## src/pmsc_params.svh

```systemverilog
// offsets, field positions, reset values and timing counts of the mode/status controller
// assumes inclusion by bare name from the design file only
`ifndef PMSC_PARAMS_SVH
`define PMSC_PARAMS_SVH
// register byte offsets on apb
`define PMSC_OFS_CTRL      8'h00
`define PMSC_OFS_CYCLE_MAX 8'h04
`define PMSC_OFS_STATUS    8'h08
`define PMSC_OFS_FAULT     8'h0c
// control register fields
`define PMSC_CTRL_PG_STOP  0
`define PMSC_CTRL_OVR_REQ  1
// fault register fields
`define PMSC_FLT_ACK       0
`define PMSC_FLT_ADDR      1
`define PMSC_FLT_CYCLE     2
// reset values
`define PMSC_CYCLE_MAX_RST 32'h0002_49f0
`define PMSC_STARTUP_NUM   8'h14
// momentary switch codes: bit1 down, bit0 up
`define PMSC_MSW_MID       2'h0
`define PMSC_MSW_UP        2'h1
`define PMSC_MSW_DOWN      2'h2
// timing: clock rate in MHz, one microsecond in cycles
`define PMSC_CLK_MHZ       250
`define PMSC_US_CYCLES     (`PMSC_CLK_MHZ * 1)
// times in microseconds
`define PMSC_DEBOUNCE_US   10000
`define PMSC_SLOW_HALF_US  500000
`define PMSC_FAST_HALF_US  100000
`endif

```

## src/pmsc_pkg.sv

```systemverilog
// types of the mode/status controller: states and grouped signals
// assumes nothing of its surroundings
package pmsc_pkg;
    // one-hot operating states
    typedef enum logic [3:0] {
        PMSC_INIT  = 4'h1,
        PMSC_STOP  = 4'h2,
        PMSC_CHECK = 4'h4,
        PMSC_RUN   = 4'h8
    } pmsc_state_t;
    // one input/output access of the program
    typedef struct packed {
        logic       access;
        logic [6:0] addr;
        logic       acked;
    } pmsc_io_req_t;
    // indicator lamps as one group
    typedef struct packed {
        logic run;
        logic stop;
        logic ack_timeout;
        logic address_error;
        logic cycle_overrun;
        logic output_inhibit;
    } pmsc_lamps_t;
endpackage : pmsc_pkg

```

## src/pmsc_ctrl.sv

```systemverilog
// operating-mode and status-indication controller with apb register access
// assumes event inputs synchronous-domain pins, switch pins asynchronous (synchronised here), one clock pclk
//
// Design decisions made here: the placing of the registers and register access over APB.
`timescale 1ns/100ps
`include "pmsc_params.svh"
module pmsc_ctrl #(
    parameter int DEBOUNCE_US = `PMSC_DEBOUNCE_US,
    parameter int SLOW_HALF_US = `PMSC_SLOW_HALF_US,
    parameter int FAST_HALF_US = `PMSC_FAST_HALF_US
) (
    // clock and reset
    input  wire  logic                  pclk,
    input  wire  logic                  presetn,
    // apb slave
    input  wire  logic                  psel,
    input  wire  logic                  penable,
    input  wire  logic                  pwrite,
    input  wire  logic [7:0]            paddr,
    input  wire  logic [31:0]           pwdata,
    output logic       [31:0]           prdata,
    output logic                        pready,
    output logic                        pslverr,
    // operator switches
    input  wire  logic                  mode_run_sw,
    input  wire  logic [1:0]            momentary_switch,
    // system inputs
    input  wire  logic                  battery_ok,
    input  wire  logic                  peer_stop_req,
    input  wire  logic                  int_ovr_req,
    input  wire  logic                  cycle_start,
    input  wire  pmsc_pkg::pmsc_io_req_t io_req,
    input  wire  logic [127:0]          module_detect,
    // lamps
    output pmsc_pkg::pmsc_lamps_t       lamps,
    // program control
    output logic                        outputs_safe,
    output logic                        program_enable,
    output logic                        program_from_start,
    output logic                        restart_startup_routine,
    output logic       [7:0]            startup_routine_num,
    output logic                        erase_all_ram,
    output logic                        clear_image,
    output logic                        stop_others
);
    import pmsc_pkg::*;

    // counts derived from times; long ones in microsecond ticks
    localparam int DEB_TICKS  = DEBOUNCE_US;
    localparam int SLOW_TICKS = SLOW_HALF_US;
    localparam int FAST_TICKS = FAST_HALF_US;
    localparam logic [7:0] US_LAST = 8'(`PMSC_US_CYCLES - 1);

    // elaboration check: counters are 24 bits, rapid must be faster
    if (DEB_TICKS < 1 || SLOW_TICKS >= (1 << 24) || DEB_TICKS >= (1 << 24)
        || FAST_TICKS < 1 || FAST_TICKS >= SLOW_TICKS) begin : g_bad
        $error("pmsc_ctrl: timing parameters out of range");
    end

    // saturating-free count-up end test shared by the debounce and flash tick counters
    function automatic logic cnt_done(input logic [23:0] c, input int lim);
        cnt_done = (c >= 24'(lim - 1));
    endfunction : cnt_done

    // one microsecond enable from a divider
    logic [7:0]  us_cnt;                 // divider count
    logic        us_tick;                // one-cycle enable
    wire         us_wrap = (us_cnt == US_LAST);

    // prescaler: single clock, slower rates as enables
    always_ff @(posedge pclk or negedge presetn) begin
        if (!presetn) begin
            us_cnt  <= 8'h00;
            us_tick <= 1'b0;
        end else begin
            us_cnt  <= us_wrap ? 8'h00 : us_cnt + 8'h01;
            us_tick <= us_wrap;
        end
    end

    // switch synchroniser stages
    logic [2:0]  sw_meta;                // first stage, read only by second
    logic [2:0]  sw_sync;                // second stage
    logic [2:0]  sw_stable;              // debounced value
    logic [2:0]  sw_last;                // second stage one cycle later
    logic [23:0] deb_cnt;                // time the raw value has held
    wire         sw_differs = (sw_sync != sw_stable);
    wire         sw_moved   = (sw_sync != sw_last);   // any contact change restarts

    // two flops then a hold timer; bounce restarts the timer
    always_ff @(posedge pclk or negedge presetn) begin
        if (!presetn) begin
            sw_meta   <= 3'h0;
            sw_sync   <= 3'h0;
            sw_stable <= 3'h0;
            sw_last   <= 3'h0;
            deb_cnt   <= 24'h00_0000;
        end else begin
            sw_meta <= {mode_run_sw, momentary_switch};
            sw_sync <= sw_meta;
            sw_last <= sw_sync;
            if (!sw_differs || sw_moved) begin
                deb_cnt <= 24'h00_0000;
            end else if (us_tick) begin
                if (cnt_done(deb_cnt, DEB_TICKS)) begin
                    sw_stable <= sw_sync;
                    deb_cnt   <= 24'h00_0000;
                end else begin
                    deb_cnt <= deb_cnt + 24'h00_0001;
                end
            end
        end
    end

    // debounced switch decode
    logic        mode_prev;              // last debounced mode position
    wire         mode_run   = sw_stable[2];
    wire  [1:0]  msw        = sw_stable[1:0];
    wire         to_run     = mode_run & ~mode_prev;
    wire         to_stop    = ~mode_run & mode_prev;
    wire         msw_down   = (msw == `PMSC_MSW_DOWN);
    wire         msw_up     = (msw == `PMSC_MSW_UP);
    wire         msw_mid    = (msw == `PMSC_MSW_MID);

    // flash generators
    logic [23:0] slow_cnt;               // slow half-period count
    logic [23:0] fast_cnt;               // rapid half-period count
    logic        slow_phase;             // slow blink level
    logic        fast_phase;             // rapid blink level

    // blink levels toggled by microsecond ticks
    always_ff @(posedge pclk or negedge presetn) begin
        if (!presetn) begin
            slow_cnt   <= 24'h00_0000;
            fast_cnt   <= 24'h00_0000;
            slow_phase <= 1'b0;
            fast_phase <= 1'b0;
        end else if (us_tick) begin
            slow_cnt <= cnt_done(slow_cnt, SLOW_TICKS) ? 24'h00_0000 : slow_cnt + 24'h00_0001;
            fast_cnt <= cnt_done(fast_cnt, FAST_TICKS) ? 24'h00_0000 : fast_cnt + 24'h00_0001;
            if (cnt_done(slow_cnt, SLOW_TICKS)) begin
                slow_phase <= ~slow_phase;
            end
            if (cnt_done(fast_cnt, FAST_TICKS)) begin
                fast_phase <= ~fast_phase;
            end
        end
    end

    // registers and state
    pmsc_state_t state;                  // operating state
    logic        self_stop;              // stop caused by this module
    logic        ovr_pending;            // overall reset awaited
    logic [127:0] present_map;           // modules seen at last reset
    logic [2:0]  fault;                  // sticky ack, addr, cycle
    logic [31:0] cycle_max;              // maximum cycle, microseconds
    logic [31:0] cycle_us;               // elapsed time of this cycle
    logic        pg_stop;                // stop request from software
    logic        sw_ovr_req;             // overall reset from software

    // apb decode
    wire         apb_done = psel & penable & pready;
    wire         apb_wr   = apb_done & pwrite;
    wire         hit_ctrl = (paddr == `PMSC_OFS_CTRL);
    wire         hit_max  = (paddr == `PMSC_OFS_CYCLE_MAX);
    wire         hit_stat = (paddr == `PMSC_OFS_STATUS);
    wire         hit_flt  = (paddr == `PMSC_OFS_FAULT);
    wire         hit_any  = hit_ctrl | hit_max | hit_stat | hit_flt;

    // event decode
    wire         rec_present = present_map[io_req.addr];
    wire         ev_ack   = io_req.access & rec_present & ~io_req.acked;
    wire         ev_addr  = io_req.access & ~rec_present;
    wire         ev_cycle = (state == PMSC_RUN) && (cycle_us > cycle_max);
    wire  [2:0]  fault_set = {ev_cycle, ev_addr, ev_ack};
    wire         in_run   = (state == PMSC_RUN);
    wire         go_ovr   = (state == PMSC_STOP) & to_run & msw_down & battery_ok;
    wire         go_reset = (state == PMSC_STOP) & to_run & msw_up & battery_ok
                            & ~ovr_pending;
    wire         go_rest  = (state == PMSC_STOP) & to_run & msw_mid & battery_ok
                            & ~ovr_pending;
    wire         any_ovr  = int_ovr_req | sw_ovr_req;
    wire         user_stop = to_stop | pg_stop | peer_stop_req;
    wire         fault_stop = |fault_set;

    // next state
    pmsc_state_t next_state;
    always_comb begin
        next_state = state;
        case (state)
            PMSC_INIT:  next_state = PMSC_STOP;
            PMSC_STOP:  begin
                if (go_reset | go_rest) begin
                    next_state = PMSC_CHECK;
                end
            end
            PMSC_CHECK: begin
                next_state = mode_run ? PMSC_RUN : PMSC_STOP;
            end
            PMSC_RUN:   begin
                if (user_stop | fault_stop | any_ovr) begin
                    next_state = PMSC_STOP;
                end
            end
            default:    next_state = PMSC_INIT;
        endcase
    end

    // state, stop cause and pending overall reset
    always_ff @(posedge pclk or negedge presetn) begin
        if (!presetn) begin
            state       <= PMSC_INIT;
            mode_prev   <= 1'b0;
            self_stop   <= 1'b0;
            ovr_pending <= 1'b1;
        end else begin
            state     <= next_state;
            mode_prev <= mode_run;
            if (in_run && fault_stop && !user_stop) begin
                self_stop <= 1'b1;
            end else if (!mode_run || next_state != PMSC_STOP) begin
                self_stop <= 1'b0;
            end
            if (any_ovr) begin
                ovr_pending <= 1'b1;
            end else if (go_ovr) begin
                ovr_pending <= 1'b0;
            end
        end
    end

    // one-cycle actions on switch sequences
    always_ff @(posedge pclk or negedge presetn) begin
        if (!presetn) begin
            erase_all_ram           <= 1'b0;
            clear_image             <= 1'b0;
            restart_startup_routine <= 1'b0;
            program_from_start      <= 1'b0;
            present_map             <= '0;
        end else begin
            erase_all_ram           <= go_ovr;
            clear_image             <= go_reset;
            restart_startup_routine <= go_reset;
            program_from_start      <= go_reset;
            if (go_reset) begin
                present_map <= module_detect;
            end
        end
    end

    // cycle timer: restarted by each cycle start, kept at zero outside run
    always_ff @(posedge pclk or negedge presetn) begin
        if (!presetn) begin
            cycle_us <= 32'h0000_0000;
        end else if (!in_run || cycle_start) begin
            cycle_us <= 32'h0000_0000;
        end else if (us_tick && !ev_cycle) begin
            cycle_us <= cycle_us + 32'h0000_0001;
        end
    end

    // sticky faults: hardware set wins over clear
    always_ff @(posedge pclk or negedge presetn) begin
        if (!presetn) begin
            fault <= 3'h0;
        end else if (go_reset || go_ovr) begin
            fault <= fault_set;
        end else begin
            fault <= fault_set | (fault & ~((apb_wr && hit_flt) ? pwdata[2:0] : 3'h0));
        end
    end

    // software control and configuration
    always_ff @(posedge pclk or negedge presetn) begin
        if (!presetn) begin
            cycle_max  <= `PMSC_CYCLE_MAX_RST;
            pg_stop    <= 1'b0;
            sw_ovr_req <= 1'b0;
        end else begin
            pg_stop    <= apb_wr & hit_ctrl & pwdata[`PMSC_CTRL_PG_STOP];
            sw_ovr_req <= apb_wr & hit_ctrl & pwdata[`PMSC_CTRL_OVR_REQ];
            if (apb_wr && hit_max) begin
                cycle_max <= pwdata;
            end
        end
    end

    // read data selection
    wire  [31:0] status_word = {16'h0000, 2'h0, ovr_pending, self_stop,
                                state, 2'h0, lamps};
    wire  [31:0] next_prdata = hit_max  ? cycle_max :
                               hit_stat ? status_word :
                               hit_flt  ? {29'h0, fault} : 32'h0000_0000;

    // apb: one wait cycle, then registered answer
    always_ff @(posedge pclk or negedge presetn) begin
        if (!presetn) begin
            pready  <= 1'b0;
            pslverr <= 1'b0;
            prdata  <= 32'h0000_0000;
        end else begin
            pready  <= psel & penable & ~pready;
            pslverr <= psel & penable & ~pready & ~hit_any;
            prdata  <= (psel & penable & ~pready & ~pwrite) ? next_prdata : 32'h0000_0000;
        end
    end

    // lamp and output decode
    wire         in_stop   = (state == PMSC_STOP);
    wire         stop_lvl  = ovr_pending ? fast_phase :
                             self_stop   ? slow_phase : 1'b1;
    pmsc_lamps_t next_lamps;
    always_comb begin
        next_lamps                = '0;
        next_lamps.run            = in_run & mode_run;
        next_lamps.stop           = in_stop & stop_lvl;
        next_lamps.ack_timeout    = fault[`PMSC_FLT_ACK];
        next_lamps.address_error  = fault[`PMSC_FLT_ADDR];
        next_lamps.cycle_overrun  = fault[`PMSC_FLT_CYCLE];
        next_lamps.output_inhibit = ~in_run;
    end

    // registered outputs toward lamps and program executor
    always_ff @(posedge pclk or negedge presetn) begin
        if (!presetn) begin
            lamps               <= '0;
            outputs_safe        <= 1'b1;
            program_enable      <= 1'b0;
            startup_routine_num <= 8'h00;
            stop_others         <= 1'b0;
        end else begin
            lamps               <= next_lamps;
            outputs_safe        <= ~in_run;
            program_enable      <= in_run & mode_run;
            startup_routine_num <= `PMSC_STARTUP_NUM;
            stop_others         <= self_stop;
        end
    end

endmodule : pmsc_ctrl

```

## config.mk

```make
export PLATFORM = sky130hd
export DESIGN_NAME = pmsc_ctrl
export DESIGN_NICKNAME = d
export VERILOG_FILES = /design/src/pmsc_pkg.sv /design/src/pmsc_ctrl.sv
export VERILOG_INCLUDE_DIRS = /design/src /design/src/src
export SDC_FILE = /design/constraint.sdc
export NUM_CORES = 1
export LEC_CHECK = 0
export ABC_AREA = 1
export ABC_CLOCK_PERIOD_IN_PS = 5400
export BUFFER_PORTS_ARGS = -buffer_cell sky130_fd_sc_hd__buf_2
export CAP_MARGIN = 20
export CORE_MARGIN = 2
export CORE_UTILIZATION = 30
export CTS_CLUSTER_SIZE = 24
export DETAILED_ROUTE_END_ITERATION = 8
export REMOVE_ABC_BUFFERS = 1
export SLEW_MARGIN = 20
export SYNTH_ARGS = -nofsm -noshare
export SYNTH_HDL_FRONTEND = slang
export SYNTH_SLANG_ARGS = --single-unit
```

## constraint.sdc

```tcl
create_clock -name pclk -period 5.4 [get_ports pclk]
set_input_delay 1.08 -clock pclk [delete_from_list [all_inputs] [get_ports pclk]]
set_output_delay 1.08 -clock pclk [all_outputs]
set_load 0.02 [all_outputs]
```

**Word-level counts from Yosys, hierarchy flattened**

Cells that the tools add are included.

- Bits in registers: 344
- Input port bits: 189
- Logic and storage cells: 158

- Add/sub/neg operators: 5
- Magnitude comparators: 5
- Equality and inequality tests: 13
- Multiplexer cells: 26
- Bitwise operators: 49
- Reductions and logical operators: 25

Operators by type and width:

| kind | count |
|---|---|
| 32-bit 2-to-1 mux | 4 |
| 24-bit 2-to-1 mux | 5 |
| 24-bit by 1-bit adder with 24-bit output (second input constant) | 3 |
| 32-bit by 1-bit adder with 32-bit output (second input constant) | 1 |
| 32-bit greater-than comparator | 1 |
| 1-bit bitwise AND | 25 |
| 24-bit by 14-bit >= comparator with 1-bit output (second input constant) | 1 |
| 24-bit by 17-bit >= comparator with 1-bit output (second input constant) | 1 |
| 24-bit by 19-bit >= comparator with 1-bit output (second input constant) | 1 |
| 8-bit by 4-bit equality test with 1-bit output (second input constant) | 2 |
| 4-bit case mux with 4 select lines | 1 |
| 14-bit 2-to-1 mux | 1 |
| 4-bit 2-to-1 mux | 3 |
| 1-bit NOT | 12 |
| 3-bit 2-to-1 mux | 3 |
| 1-bit OR | 9 |
| 8-bit by 1-bit adder with 8-bit output (second input constant) | 1 |
| 8-bit by 3-bit equality test with 1-bit output (second input constant) | 1 |
| 8-bit equality test (second input constant) | 1 |
| 8-bit zero test | 1 |
| 7-bit by 8-bit less-than comparator with 1-bit output (second input constant) | 1 |
| 8-bit 2-to-1 mux | 1 |
| 2-bit nonzero test | 4 |
| 1-bit binary-select mux with 7-bit select | 1 |
| 19 further kinds | 39 |

**Longest topological paths before layout**

- Word-level depth: 13
- Depth in mapped cells: 19
- Gate-level depth less buffers: 18

**Least setup slack after synthesis**

No wires, ideal clock.

- Path type: input to register
- From: in io_req[2] in the netlist's numbering
- To: reg self_stop
- Library setup time: 116 ps
- Data arrival time: 2,329 ps
- Required time: 5,284 ps
- Slack: 2,955 ps
- Stages: 18
- Path buffers: 3
- Path through: buf_4 inv_2 buf_4 buf_6 nand3_1 nand3_1 nand3_1 nand2_1 nand2_1 nand3_1 nand3_1 nand2_1 nand2_2 nand3_2 nand2_1 nand2_1 nand2_1 nand2_1

- Word-level cells in the longest chain between the ends: 12
- Elaborated cells on any way between the ends: 17
- Classes of those cells: eq/ne (1); mux (5); bitwise (6); reduce/logical (5)

RTL lines:

| item | line | source |
|---|---|---|
| start, declared | pmsc_ctrl.sv:32 | `input wire pmsc_pkg::pmsc_io_req_t io_req,` |
| 1-bit binary-select mux with 7-bit select (*) | pmsc_ctrl.sv:171 | `wire rec_present = present_map[io_req.addr];` |
| 1-bit 2-to-1 mux (not written as such) (*) | pmsc_ctrl.sv:171 |  |
| 1-bit bitwise AND or 1-bit NOT (tied branches) | pmsc_ctrl.sv:172, pmsc_ctrl.sv:173 |  |
| 1-bit bitwise AND (on tied branches) | pmsc_ctrl.sv:172, pmsc_ctrl.sv:173 |  |
| 3-bit OR reduction (*) | pmsc_ctrl.sv:184 | `wire fault_stop = \|fault_set;` |
| 1-bit OR (*) (2 in series) | pmsc_ctrl.sv:201 | `if (user_stop \| fault_stop \| any_ovr) begin` |
| 4-bit 2-to-1 mux (*) | pmsc_ctrl.sv:201 |  |
| 4-bit case mux with 4 select lines (*) | pmsc_ctrl.sv:190 | `case (state)` |
| via next_state[1] | pmsc_ctrl.sv:187 | `pmsc_state_t next_state;` |
| 4-bit by 2-bit inequality test with 1-bit output (*) | pmsc_ctrl.sv:221 | `end else if (!mode_run \|\| next_state != PMSC_STOP) begin` |
| 1-bit logical OR (*) | pmsc_ctrl.sv:221 |  |
| 2-bit nonzero test (no line) (*) | n/a |  |
| end signal, assigned | pmsc_ctrl.sv:214 | `self_stop <= 1'b0;` |
| end signal, assigned | pmsc_ctrl.sv:220 | `self_stop <= 1'b1;` |
| end signal, assigned | pmsc_ctrl.sv:222 | `self_stop <= 1'b0;` |
| end, declared | pmsc_ctrl.sv:152 | `logic self_stop;` |

Mark *: on every way through the listed nets, which the timed path passes. The rest lies on a longest branch. The select of a mux whose other input is x is not followed.
A chain may end at the register's enable or synchronous reset.

**Worst setup path in the final report**

- From: reg cycle_max[17]
- To: reg cycle_us[8]

- Word-level cells in the longest chain between the ends: 5

RTL lines:

| item | line | source |
|---|---|---|
| start, declared | pmsc_ctrl.sv:156 | `logic [31:0] cycle_max;` |
| start signal, assigned | pmsc_ctrl.sv:276 | `` cycle_max <= `PMSC_CYCLE_MAX_RST; `` |
| start signal, assigned | pmsc_ctrl.sv:283 | `cycle_max <= pwdata;` |
| 32-bit greater-than comparator | pmsc_ctrl.sv:174 | `wire ev_cycle = (state == PMSC_RUN) && (cycle_us > cycle_max);` |
| 1-bit logical AND | pmsc_ctrl.sv:174 |  |
| 1-bit zero test | pmsc_ctrl.sv:257 | `end else if (us_tick && !ev_cycle) begin` |
| 1-bit logical AND | pmsc_ctrl.sv:257 |  |
| 2-bit nonzero test (no line) | n/a |  |
| end signal, assigned | pmsc_ctrl.sv:258 | `cycle_us <= cycle_us + 32'h0000_0001;` |
| end, declared | pmsc_ctrl.sv:157 | `logic [31:0] cycle_us;` |

No other way between the ends.

==> results.md <==
* Setup TNS Final at 0 ns
* Crit path max fanout at 42
* Die area at 58200 um^2
* Pin count of the biggest net entering global routing at 116
* Tot Pwr at ~5.6 mW
* Chip height at 241 um
* Multiplexer share of the synthesized area at 0.0742
* Most frequent cells in the layout: 333 x dfrtp_1, 318 x nand2_1, 288 x inv_1
* Avg WL per Cell at 15.9 um
* Hold Crit Class: reg2reg
* Initial antenna violation count at 6
* F_max at 312 MHz
* Share of cells above drive strength 1 at 0.170
* Vias at roughly 13000
* IO buf count at about 240
* Leakage at 11.2 nW
* Post-CTS setup buffers at 0
* Sink Count at 344
* Initial DRT Pass Iterations at 5
* Status: complete, no violations
* WP depth at 14
* Clock skew at 0.0274 ns
* Layout area overhead at 18.9%
* Max cap viols at 0
* Syn Inst Count at around 1900
* Placed wire-length estimate at 33100 um
* Drt first-iter violations at 886
* Crit start category: flop
* #FFs+latches synth at 344
* Buf/Inv on CP at 1
* Simple-gate share of the synthesized area at 0.209
* Num CTS Buffers at 41
* Clk_lat worst skew at 0.56 ns
* Post-synthesis xor/xnor area fraction at 0.0239
* Synth Warn # at 0
* Core Area at 55300 um^2
* Hold_buf cts at 0
* Die W at between 200 and 250 um
* Critical path endpoint category: flop
* Gr usage total at 0.161
* Largest delay share family, worst path: simple AND/OR/NAND/NOR gates
* Clock buffer depth at 3
* Post-DRT Antenna Nets at 0
* Detailed Route WL at 45900 um
* Synth Area per Inst at 8.91 um^2
* Grt ovf at 0
* Primary FF master, synth: dfrtp_1
* Seq/Total Area, Yosys at 0.511
* Final Net Count at 2336
* First-pass GRT wire length at roughly 74000 um
* Arrival time at the worst endpoint at about 3.6 ns
* Number of synthesized flops with an enable pin at 0
* Critical Path Max Stage Delay at 0.51 ns
* Synth Area in Adders at 0.0282
* Setup violations, final at 0
* Synth Cell Area at about 17000 um^2
* RSZ-0062 raised after global routing: no
* CP Class: reg2reg
* Root buf cell: clkbuf_16
* Fin. max-slew vios at 0
* Final GP Congestion at 0.886
* Post-CTS sizing at 0
* # DRC at 0
* Vias per cell at 4.64
* Register clock-pin slew on the reported worst setup and hold paths at around 0.060 ns
* Slew headroom at 0.327
* Unique masters post-synth at 51
* Slowest CP cell: dfstp_2
* Initial Utilization at 0.305
* Hold Violations, Final at 0
* P per Cell Area at 281 nW/um^2
* Maximum VDD drop at around 0.20 mV
* Asr flop ratio synth at 1.00
* I/O Pins at ~240
* Most common cell after layout, fill and taps aside: dfrtp_1
* Worst reg2reg path depth at 14
* Hold Path Stages at 0
* Std cell rows at 86
* CP Cell Sequence: inv_1 > ha_1 > a21oi_1 > o21ai_0 > nand2_1 > o211ai_1 > a21oi_1 > nand2_1 > nand2_2 > nand2_4 > nand2_4 > nand3_1 > nor3_1 > nor2_1
* Worst-Margin Slew at 1.01 ns
* WP data required at 5.84 ns
* Compound-Gate Fraction of Synth Area at 0.0592
* H-tree depth at 2
* Largest family of logic cells by synthesized area: simple AND/OR/NAND/NOR gates
* Period utilisation layout at 0.593
* CTS tree: yes
* Fin crit period at about 3.2 ns
* Vias in the first global route at 13540
[through the flow]
| stage | hold WS (ns) | instances | utilization | cell area [um^2] | worst slack [ns] |
|---|---|---|---|---|---|
| 3_3_place_gp | 0.335 | 2814 | 0.338 | 18700 | 2.01 |
| 3_5_place_dp | 0.336 | 2814 | 0.338 | 18700 | 1.89 |
| 5_1_grt | 0.365 | 2892 | 0.363 | 20100 | 1.92 |
| 6_report | 0.348 | 2892 | 0.363 | 20100 | 2.20 |
| 4_1_cts | 0.349 | 2887 | 0.363 | 20100 | 2.21 |
| 2_1_floorplan | 0.331 | 1819 | - | 16400 | -1.59 |
[final timing paths]
check / start / end / slack (ns)
min in group asynchronous: presetn / stop_others$_DFF_PN0_ / 0.52
worst min-delay path: sw_meta[1]$_DFF_PN0_ / sw_sync[1]$_DFF_PN0_ / 0.35
worst max-delay path: cycle_max[17]$_DFFE_PN1P_ / cycle_us[8]$_DFFE_PN0P_ / 2.20
worst min register to register: sw_meta[1]$_DFF_PN0_ / sw_sync[1]$_DFF_PN0_ / 0.35
max in group asynchronous: presetn / fast_cnt[3]$_DFFE_PN0P_ / 3.66
worst max register to register: cycle_max[17]$_DFFE_PN1P_ / cycle_us[8]$_DFFE_PN0P_ / 2.20
[cell families (layout without fill, tap and decap cells)]
kind of cell | Yosys count | count (layout)
DFF | 344 | 344
AOI/OAI and AO/OA | 178 | 178
buffers and inverters | 376 | 616
muxes | 125 | 125
other | 2 | 12
adders and majority gates | 38 | 38
and+or+nand+nor | 785 | 785
xor gates and xnor gates | 46 | 46
[report_power, final]
group | internal (mW) | switching (mW) | total, mW
logic | 0.0805 | 0.159 | 0.239
clock network | 1.70 | 1.11 | 2.81
registers | 2.58 | 0.00360 | 2.59
[synthesized netlist by cell type, types with 21 or more instances]
cell       n  share of area
dfrtp_1  333           0.49
nor2_1   166          0.037
mux2i_1  125          0.074
inv_1    288          0.064
o21ai_0   48          0.014
nor3_1    58          0.017
nand4_1   26         0.0096
xor2_1    33          0.017
ha_1      38          0.028
a21oi_1   82          0.024
buf_4     21         0.0093
nand2_1  319          0.071
nand3_1  160          0.047
buf_2     31         0.0092
[flip-flops by register name, indices dropped and copies added, names as in the netlist, 4 cells and up]
register     count
cycle_max       32
cycle_us        32
deb_cnt         24
fast_cnt        24
lamps            5
prdata          32
present_map    128
slow_cnt        24
state            4
us_cnt           8
[layer usage]
layer | vias to the layer above | wire, um | global-route usage | part of all wire
met4 | 2 | 889 | 0.0455 | 0.019
met2 | 374 | 20800 | 0.256 | 0.45
met5 | - | 13 | 0 | 0.00028
met3 | 56 | 2610 | 0.0309 | 0.057
li1 | 6562 | - | - | -
met1 | 6420 | 21600 | 0.222 | 0.47
[final cells by class]
class                           instances  area, um^2
Tap cell                              748         936
Clock inverter                         13         175
Antenna cell                            5        12.5
Timing Repair Buffer                  247        1310
Sequential cell                       344        8620
Inverter                              296        1110
Clock buffer                           60        1210
Fill cell                            5635       35200
Multi-Input combinational cell       1179        6690
[worst register-to-register path: stages (launching register included)]
cell	delay (ns)
dfstp_2	0.51
inv_1	0.07
ha_1	0.32
a21oi_1	0.13
o21ai_0	0.09
nand2_1	0.08
o211ai_1	0.08
a21oi_1	0.38
nand2_1	0.22
nand2_2	0.15
nand2_4	0.18
nand2_4	0.43
nand3_1	0.22
nor3_1	0.19
nor2_1	0.06
(Power assumes the default switching activity.)
